File: config.mk
export PLATFORM = sky130hd
export DESIGN_NAME = asc_ctrl
export DESIGN_NICKNAME = d
export VERILOG_FILES = /design/src/core/asc_pkg.sv /design/src/core/asc_pin_if.sv /design/src/core/asc_ctrl.sv /design/src/core/asc_sync.sv
export SDC_FILE = /design/constraint.sdc
export NUM_CORES = 1
export LEC_CHECK = 0
export BUFFER_PORTS_ARGS = -buffer_cell sky130_fd_sc_hd__buf_2
export CORE_AREA = 8 8 79 81
export DETAILED_ROUTE_END_ITERATION = 10
export DIE_AREA = 0 0 87 89
export GPL_ROUTABILITY_DRIVEN = 0
export PLACE_DENSITY = 0.76
export SKIP_LAST_GASP = 1
export SYNTH_ARGS = -nofsm -noshare
export SYNTH_HDL_FRONTEND = slang
export SYNTH_SLANG_ARGS = --single-unit
File: constraint.sdc
create_clock -name clk_sys_i -period 1.91 [get_ports clk_sys_i]
set_input_delay 0.0955 -clock clk_sys_i [delete_from_list [all_inputs] [get_ports clk_sys_i]]
set_output_delay 0.0955 -clock clk_sys_i [all_outputs]
set_load 0.05 [all_outputs]
File: src/core/asc_pkg.sv
`default_nettype none
package asc_pkg;
  localparam int ASC_ADDR_W = 17;
  localparam int ASC_DATA_W = 8;
  localparam int ASC_CLK_MHZ = 20;
  localparam int ASC_CLK_PS = 1000000 / ASC_CLK_MHZ;
  // slowest grade figures, ns
  localparam int ASC_T_CW_NS = 15;
  localparam int ASC_T_WP_NS = 15;
  localparam int ASC_T_DW_NS = 9;
  localparam int ASC_T_WHZ_NS = 8;
  localparam int ASC_T_AW_NS = 15;
  localparam int ASC_T_AA_NS = 20;
  localparam int ASC_T_OE_NS = 8;
  localparam int ASC_T_CHZ_NS = 8;
  localparam int ASC_T_OHZ_NS = 7;
  localparam int ASC_T_OW_NS = 4;
  localparam int ASC_T_OH_NS = 4;
  // least times round up, never below one cycle
  function automatic int asc_cyc(input int ns);
    int c;
    c = (ns * 1000 + ASC_CLK_PS - 1) / ASC_CLK_PS;
    return (c < 1) ? 1 : c;
  endfunction
  localparam int ASC_WR_CYC = asc_cyc(ASC_T_WHZ_NS + ASC_T_DW_NS);
  localparam int ASC_RD_CYC = asc_cyc(ASC_T_AA_NS) + 1;
  localparam int ASC_TURN_CYC = asc_cyc(ASC_T_CHZ_NS);
  localparam int ASC_CNT_W = 4;
  localparam logic [ASC_CNT_W-1:0] ASC_CNT_ZERO = 4'h0;
  localparam logic [ASC_CNT_W-1:0] ASC_CNT_ONE = 4'h1;
  typedef enum logic [2:0] {ASC_IDLE, ASC_WRITE, ASC_READ, ASC_TURN} asc_state_e;
endpackage : asc_pkg
`default_nettype wire

File: src/core/asc_pin_if.sv
`default_nettype none
interface asc_pin_if;
  import asc_pkg::*;
  logic [ASC_DATA_W-1:0] dq_in;
  logic [ASC_DATA_W-1:0] dq_sync;
  modport ctl (input dq_sync, output dq_in);
  modport syn (input dq_in, output dq_sync);
endinterface : asc_pin_if
`default_nettype wire

File: src/core/asc_ctrl.sv
// What this block does
// - keep both selects asserted through the whole select-to-end-of-write window.
// - strobe stays high for every read cycle.
// - never drive data while the memory may still be driving.
// - strobe low time with gate low covers float delay plus data window.
// - with gate high the strobe low time still covers float delay plus data window.
// - hold write address stable from start to end of write.
// - present write data for the data window before write ends.
`default_nettype none
module asc_ctrl
  import asc_pkg::*;
(
  input wire logic clk_sys_i,
  input wire logic rstn_i,
  input wire logic req_i,
  input wire logic req_write_i,
  input wire logic [asc_pkg::ASC_ADDR_W-1:0] req_addr_i,
  input wire logic [asc_pkg::ASC_DATA_W-1:0] req_wdata_i,
  output logic ready_o,
  output logic rvalid_o,
  output logic [asc_pkg::ASC_DATA_W-1:0] rdata_o,
  output logic [asc_pkg::ASC_ADDR_W-1:0] mem_addr_o,
  output logic select_low_n_o,
  output logic select_high_o,
  output logic write_n_o,
  output logic gate_n_o,
  input wire logic [asc_pkg::ASC_DATA_W-1:0] dq_i,
  output logic [asc_pkg::ASC_DATA_W-1:0] dq_o,
  output logic dq_oe_n_o
);
  ////////////////////////////////////////////////////////////////
  // elaboration checks: each phase length must fit the cycle counter,
  // otherwise the cast below would wrap and shorten a strobe silently
  if (ASC_WR_CYC >= (1 << ASC_CNT_W))
  begin : g_chk_wr
    $error("write phase does not fit the cycle counter");
  end
  if (ASC_RD_CYC >= (1 << ASC_CNT_W))
  begin : g_chk_rd
    $error("read phase does not fit the cycle counter");
  end
  if (ASC_TURN_CYC >= (1 << ASC_CNT_W))
  begin : g_chk_turn
    $error("turnaround does not fit the cycle counter");
  end
  // a zero length would wrap the counter to fifteen and stretch the phase to sixteen cycles
  if (ASC_WR_CYC < 1 || ASC_RD_CYC < 1 || ASC_TURN_CYC < 1)
  begin : g_chk_zero
    $error("phase lengths must be at least one cycle");
  end

  ////////////////////////////////////////////////////////////////
  // memory data pins enter through the two-stage synchroniser
  asc_pin_if pins ();
  assign pins.dq_in = dq_i;
  asc_sync u_sync (
    .clk_sys_i(clk_sys_i),
    .rstn_i(rstn_i),
    .pins(pins)
  );

  localparam logic [ASC_CNT_W-1:0] WR_LEN = ASC_CNT_W'(ASC_WR_CYC);
  localparam logic [ASC_CNT_W-1:0] RD_LEN = ASC_CNT_W'(ASC_RD_CYC);
  localparam logic [ASC_CNT_W-1:0] TURN_LEN = ASC_CNT_W'(ASC_TURN_CYC);

  asc_state_e state;
  logic [ASC_CNT_W-1:0] cnt;
  logic take;
  assign take = (state == ASC_IDLE) && req_i;

  // last cycle of a strobe phase; the pin logic decodes it
  function automatic logic phase_end(input asc_state_e st, input logic [ASC_CNT_W-1:0] c);
    return ((st == ASC_WRITE) || (st == ASC_READ)) && (c == ASC_CNT_ONE);
  endfunction

  // last cycle of a read phase; the capture stage decodes it
  function automatic logic read_end(input asc_state_e st, input logic [ASC_CNT_W-1:0] c);
    return (st == ASC_READ) && (c == ASC_CNT_ONE);
  endfunction

  // read capture lags the pins by one edge to cover the second sync stage
  logic rd_pend;

  ////////////////////////////////////////////////////////////////
  always_ff @(posedge clk_sys_i or negedge rstn_i)
  begin
    if (!rstn_i)
    begin
      state <= ASC_IDLE;
      cnt <= ASC_CNT_ZERO;
    end
    else
    begin
      case (state)
        ASC_IDLE:
        begin
          if (req_i)
          begin
            state <= req_write_i ? ASC_WRITE : ASC_READ;
            // strobe length covers float plus window
            cnt <= req_write_i ? WR_LEN : RD_LEN;
          end
        end
        ASC_WRITE, ASC_READ:
        begin
          if (cnt == ASC_CNT_ONE)
          begin
            state <= ASC_TURN;
            cnt <= TURN_LEN;
          end
          else
            cnt <= cnt - ASC_CNT_ONE;
        end
        ASC_TURN:
        begin
          // wait out release before next cycle
          if (cnt == ASC_CNT_ONE)
            state <= ASC_IDLE;
          else
            cnt <= cnt - ASC_CNT_ONE;
        end
        default: state <= ASC_IDLE;
      endcase
    end
  end

  ////////////////////////////////////////////////////////////////
  // pins: on writes selects assert as the strobe falls and the high gate keeps the memory floating
  always_ff @(posedge clk_sys_i or negedge rstn_i)
  begin
    if (!rstn_i)
    begin
      select_low_n_o <= 1'b1;
      select_high_o <= 1'b0;
      write_n_o <= 1'b1;
      gate_n_o <= 1'b1;
      dq_oe_n_o <= 1'b1;
      dq_o <= '0;
      mem_addr_o <= '0;
    end
    else if (take)
    begin
      // address held for the whole access
      mem_addr_o <= req_addr_i;
      // selects stay asserted through the access
      select_low_n_o <= 1'b0;
      select_high_o <= 1'b1;
      // strobe high on reads; overlap forms the write
      write_n_o <= !req_write_i;
      gate_n_o <= req_write_i;
      // drive only after turnaround, memory gate high
      dq_oe_n_o <= !req_write_i;
      // data valid the whole strobe time
      dq_o <= req_wdata_i;
    end
    else if (phase_end(state, cnt))
    begin
      select_low_n_o <= 1'b1;
      select_high_o <= 1'b0;
      write_n_o <= 1'b1;
      gate_n_o <= 1'b1;
    end
    // data driven one edge past strobe rise so the memory
    // never latches a half-released bus; its gate is high meanwhile
    else if (state == ASC_TURN)
      dq_oe_n_o <= 1'b1;
  end

  ////////////////////////////////////////////////////////////////
  // byte settles within access time, first stage takes it one edge
  // after the take, second stage one edge later, so capture comes late;
  // sampling at the end of the phase itself would return the old bus
  always_ff @(posedge clk_sys_i or negedge rstn_i)
  begin
    if (!rstn_i)
      rd_pend <= 1'b0;
    else
      rd_pend <= read_end(state, cnt);
  end

  // rdata keeps the last byte until the next read completes
  always_ff @(posedge clk_sys_i or negedge rstn_i)
  begin
    if (!rstn_i)
    begin
      rvalid_o <= 1'b0;
      rdata_o <= '0;
    end
    else
    begin
      rvalid_o <= rd_pend;
      if (rd_pend)
        rdata_o <= pins.dq_sync;
    end
  end

  ////////////////////////////////////////////////////////////////
  // ready drops while a request is pending so a held request is not
  // mistaken for a second one; it returns only once the engine idles
  // and the requester has let go of the request
  always_ff @(posedge clk_sys_i or negedge rstn_i)
  begin
    if (!rstn_i)
      ready_o <= 1'b0;
    else
      ready_o <= (state == ASC_IDLE) && !req_i;
  end
endmodule : asc_ctrl
`default_nettype wire

File: src/core/asc_sync.sv
`default_nettype none
module asc_sync
  import asc_pkg::*;
(
  input wire logic clk_sys_i,
  input wire logic rstn_i,
  asc_pin_if.syn pins
);
  logic [ASC_DATA_W-1:0] meta;
  logic [ASC_DATA_W-1:0] held;
  // two stages: the pins are asynchronous to our clock
  always_ff @(posedge clk_sys_i or negedge rstn_i)
  begin
    if (!rstn_i)
    begin
      meta <= '0;
      held <= '0;
    end
    else
    begin
      meta <= pins.dq_in;
      held <= meta;
    end
  end
  assign pins.dq_sync = held;
endmodule : asc_sync
`default_nettype wire

# Word level (Yosys, flattened, before mapping)
# Cells that the tools add are included.
[totals] regBits=64 wordCells=59 output_inout_bits=40 input_bits=37
[op_classes] n_mux=19 add_sub_neg=1 eq_ne=9 n_reduce_logical=15
[op_table] op="4-bit 2-to-1 mux" n=3
[op_table] op="4-bit case mux with 3 select lines" n=1
[op_table] op="2-bit inequality test, second input constant" n=5
[op_table] op="1-bit 2-to-1 mux" n=9
[op_table] op="3-bit 2-to-1 mux" n=3
[op_table] op="3-bit case mux with 3 select lines" n=1
[op_table] op="3-bit by 2-bit equality test with 1-bit output, second input constant" n=2
[op_table] op="3-bit AND reduction" n=2
[op_table] op="4-bit by 1-bit equality test with 1-bit output, second input constant" n=1
[op_table] op="1-bit logical AND" n=4
[op_table] op="2-bit 2-to-1 mux" n=2
[op_table] op="2-bit nonzero test" n=2
[op_table] op="4-bit by 1-bit subtractor with 4-bit output, second input constant" n=1
[op_table] op="3-bit by 1-bit equality test with 1-bit output, second input constant" n=1
[op_table] op="3-bit zero test" n=1
[op_table] op="3-bit nonzero test" n=1
[op_table] op="1-bit zero test" n=2
[op_table] op="2-bit AND reduction" n=1
[op_table] op="2-bit OR reduction" n=1
[op_table] op="1-bit logical OR" n=1

# Depth between registers and ports, before layout
[logic_depth] ltp_word=5 ltp_mapped=6 mapped_depth_nobuf=5

# By module
# Synthesis repeated with hierarchy kept, for this count alone.
[unflattened] cells_unflattened=212 hier_area_um2=2399.8
[by_module_without_submodules] module="asc_ctrl" cells_per_inst=196 seq_area_each_um2=1181.1 instances=1 area_per_inst_um2=1999.4
[by_module_without_submodules] module="asc_sync" cells_per_inst=16 seq_area_each_um2=400.4 instances=1 area_per_inst_um2=400.4

# Least setup slack after synthesis
# Ideal clock, no wire load.
[synth_timing] path_kind="flip-flop to flip-flop" from="register state[0]" to="register cnt[0]" period_less_slack_ns=1.670 path_stages_with_launch=7 n_path_buf=1 required_time_ns=1.785 setup_slack_ns=0.240 setup_ns=0.125 arrival_ns=1.545 cell_sequence="dfrtp_1 > inv_1 > ha_1 > nor2b_1 > clkbuf_1 > a31oi_1 > mux2_2"
[synth_via] elab_chain_len=4 word_cells_on_any_way=10 classes_between="eq/ne (5); mux (1); reduce/logical (4)"
[synth_rtl] item="start: declaration" line_no="asc_ctrl.sv:66" rtl="asc_state_e state;"
[synth_rtl] item="start signal: assignment" line_no="asc_ctrl.sv:99" rtl="state <= req_write_i ? ASC_WRITE : ASC_READ;"
[synth_rtl] item="3-bit by 1-bit equality test with 1-bit output / 3-bit by 2-bit equality test with 1-bit output (equally long branches)" line_no="asc_ctrl.sv:94" rtl="case (state)"
[synth_rtl] item="2-bit OR reduction" line_no="asc_ctrl.sv:94"
[synth_rtl] item="3-bit nonzero test (no line)"
[synth_rtl] item="3-bit AND reduction (no line)"
[synth_rtl] item="end signal: assignment" line_no="asc_ctrl.sv:101" rtl="cnt <= req_write_i ? WR_LEN : RD_LEN;"
[synth_rtl] item="end signal: assignment" line_no="asc_ctrl.sv:112" rtl="cnt <= cnt - ASC_CNT_ONE;"
[synth_rtl] item="end signal: assignment" line_no="asc_ctrl.sv:120" rtl="cnt <= cnt - ASC_CNT_ONE;"
[synth_rtl] item="end: declaration" line_no="asc_ctrl.sv:67" rtl="logic [ASC_CNT_W-1:0] cnt;"
# Several ways; a longest one is shown, not always the timed one.
# A chain may end at the register's enable or synchronous reset.

# Final worst setup path
# Ends and elaborated chain as after synthesis.

==> results by group <==
STA
  – Setup TNS: 0 ns
  – Minimum clock period: 1.76 ns
  – Final Skew: 0.00465 ns
  – Final worst slack: 0.148 ns
  – Worst Max-Slew Pin Slew: 0.435 ns
  – RSZ-0062 raised after global routing: false
  – Final period util: 92.2%
  – Final Hold Viols: 0
  – Hold Slack: 0.0465 ns
  – Max-slew violation count: 0
  – F_max: 0.568 GHz
  – Max-slew headroom: 71.0%
  – Endpoints failing setup: 0

Synthesis
  – Yosys reg bits: 63
  – Syn Nets: 255
  – Post-Syn Area: 2400 um2
  – Cell variety after synth: 34
  – Syn Area/Cell: 11.3 um2
  – Syn Inst Count: 212
  – Synthesis Warnings: 0
  – Part of the Yosys area used for sequential elements: 65.9%

Global routing
  – Initial antenna violation count: 0
  – First-pass GRT wire length: 9.81 mm
  – Largest net degree at the start of global routing: 37
  – Total grt overflow: 0
  – Vias in the first global route: 1994
  – GRT Util Overall: 16.6%

Drt
  – Initial drt markers: 76
  – Final WL: 5.99 mm
  – DRT Pass-1 Iters: 5
  – DRC: 0
  – Vias: 1939
  – Post-DRT Antenna Nets: 0
  – Wire per inst: 14.8 um
  – Vias per std cell: 4.79

Final layout
  – Share of layout cells above drive strength 1: 33.7%
  – Register area: 1580 um2
  – Commonest non-fill, non-tap cell in the layout: nand2_1
  – # nets final: 373
  – Synth-to-layout area growth: 45.7%
  – Ant. Diodes: 0
  – Finished Layout Cells: 405
  – Multi-input logic area: 759 um2
  – Commonest non-fill, non-tap cells in the layout: 81 x nand2_1, 76 x buf_2, 59 x dfrtp_1
  – Layout fillers: 357

Clock tree
  – Root Buffer: clkbuf_8
  – Clk_lat worst skew: 0.33 ns
  – Reg clk slew, reported paths: 0.07 ns
  – Worst-case clock buffer depth: 2
  – CTS tree: built
  – Level count of the clock H-tree: 3
  – Num CTS Buffers: 9
  – TritonCTS Sinks: 63
  – Setup Buffers After CTS: 0

Worst setup path
  – Setup crit end kind: register
  – Crit path kind: reg2reg
  – Worst r2r path cells: 5
  – Critical Path Sink: cnt[0]
  – Setup crit start: state[0]
  – Critical R2R Launch: state[0]
  – RR Endpoint: cnt[0]
  – CP startpoint kind: register
  – R2R Setup Slk: 0.15 ns
  – WP data arrival: 1.97 ns
  – CP required: 2.12 ns
  – Crit-path max FO: 7

Die
  – DIE WIDTH: 87 um
  – Floorplan row count: 26
  – Initial Util: 48.2%
  – Die area: 7740 um2
  – Core area: 4980 um2
  – I/O pin cnt: 77
  – Die H: 89 um

Placement
  – Place WS: 0.139 ns
  – DP Cell Count: 354
  – Detail Placement HPWL: 3.90 mm
  – IO buf count: 76

Worst hold path
  – Min-delay worst type: in2reg

Power
  – Power, Total: 6.82 mW
  – Worst VDD drop: 1.33 mV
  – P per Cell Area: 1950 nW/um2
  – LEAKAGE: 1.80 nW

Run
  – Max-cap viol count: 0

Outcome
  – Outcome: completed
==> worst min-delay path by stage <==
stage               startpoint          to  slack (ns)  depth (start not counted)
floorplan               rstn_i      cnt[0]       -0.20                          0
global placement        rstn_i  rdata_o[1]       -0.05                          1
detailed placement      rstn_i  rdata_o[1]       -0.05                          1
CTS                      req_i     ready_o        0.05                          2
global route             req_i     ready_o        0.06                          2
finish                   req_i     ready_o        0.05                          2
==> flip-flops by register name, summed over array words and instances, names as in the netlist <==
register	count
u_sync.pins.dq_sync	8
dq_o	8
rd_pend	1
gate_n_o	1
select_low_n_o	1
mem_addr_o	17
rvalid_o	1
u_sync.meta	8
rdata_o	8
ready_o	1
select_high_o	1
write_n_o	1
cnt	4
dq_oe_n_o	1
state	2
==> per-layer routing <==
metal | GRT usage (%) | share of wire [%]
met2 | 26.4 | 47
met1 | 20.3 | 44
met4 | 7.82 | 1.7
met3 | 4.96 | 6.3
met5 | 0 | 0
==> report_power, final <==
part / leakage, nW / internal, mW / switching, mW / total (mW)
Clock: 0.118 / 0.905 / 0.478 / 1.38
Sequential: 0.764 / 1.84 / 0.272 / 2.11
Combinational: 0.922 / 0.970 / 2.35 / 3.32
==> per-stage QoR <==
step | util [%] | area (um2)
after floorplan | - | 2400
final | 70.2 | 3500
after CTS | 70.1 | 3490
after global routing | 70.2 | 3500
after global placement | 58.3 | 2900
after detailed placement | 58.3 | 2900
==> critical path, cell delays in order (launching register included) <==
cell	delay, ns
dfrtp_1	0.36
inv_1	0.10
ha_1	0.28
nor2b_2	0.21
a31oi_1	0.31
mux2_2	0.38
==> area by class of cell <==
cell class / instances / area share, %
well taps: 70 / 2.51
flip-flops and latches: 63 / 45.2
clock inverters: 3 / 2.58
repair buffers: 116 / 23.0
multi-input cells: 134 / 21.7
inverters: 6 / 0.644
clock buffers: 13 / 4.26
==> what timing repair did <==
item                                    CTS  global route
resized for setup                         0             2
hold buffers                             35             0
endpoints found under the hold margin    93             0
endpoints found under the setup margin    0             3
==> cell families (layout without fill, tap and decap cells) <==
logic type,count (synthesis),after routing,share of synthesized area [%]
and+or+nand+nor,99,99,17.7
DFF,63,63,65.9
AOI/OAI and AO/OA,19,19,5.94
buffers and inverters,15,138,2.66
muxes,10,10,4.64
adders and majority gates,6,6,3.13
==> synthesized netlist by cell type <==
cell | n | share of area (%)
a211oi_1 | 3 | 0.94
a21o_1 | 1 | 0.31
a21oi_1 | 1 | 0.21
a221oi_1 | 2 | 0.73
a311oi_1 | 1 | 0.37
a31o_2 | 1 | 0.37
a31oi_1 | 1 | 0.26
a32o_1 | 1 | 0.42
and2_1 | 1 | 0.26
and2b_2 | 1 | 0.37
and3_1 | 1 | 0.26
and4bb_2 | 1 | 0.52
buf_6 | 1 | 0.47
clkbuf_1 | 8 | 1.3
dfrtp_1 | 59 | 62
dfstp_2 | 4 | 4.4
ha_1 | 6 | 3.1
inv_1 | 6 | 0.94
mux2_2 | 9 | 4.2
mux2i_1 | 1 | 0.42
nand2_1 | 81 | 13
nand2b_1 | 1 | 0.26
nand3b_1 | 1 | 0.31
nand4bb_1 | 1 | 0.47
nor2_1 | 4 | 0.63
nor2b_1 | 2 | 0.52
nor3_1 | 3 | 0.63
nor4b_1 | 1 | 0.37
o21ai_0 | 3 | 0.63
o21bai_1 | 2 | 0.63
o31a_1 | 1 | 0.37
o31ai_1 | 1 | 0.31
o32a_1 | 1 | 0.42
or3b_4 | 1 | 0.47
(Power assumes the default switching activity.)
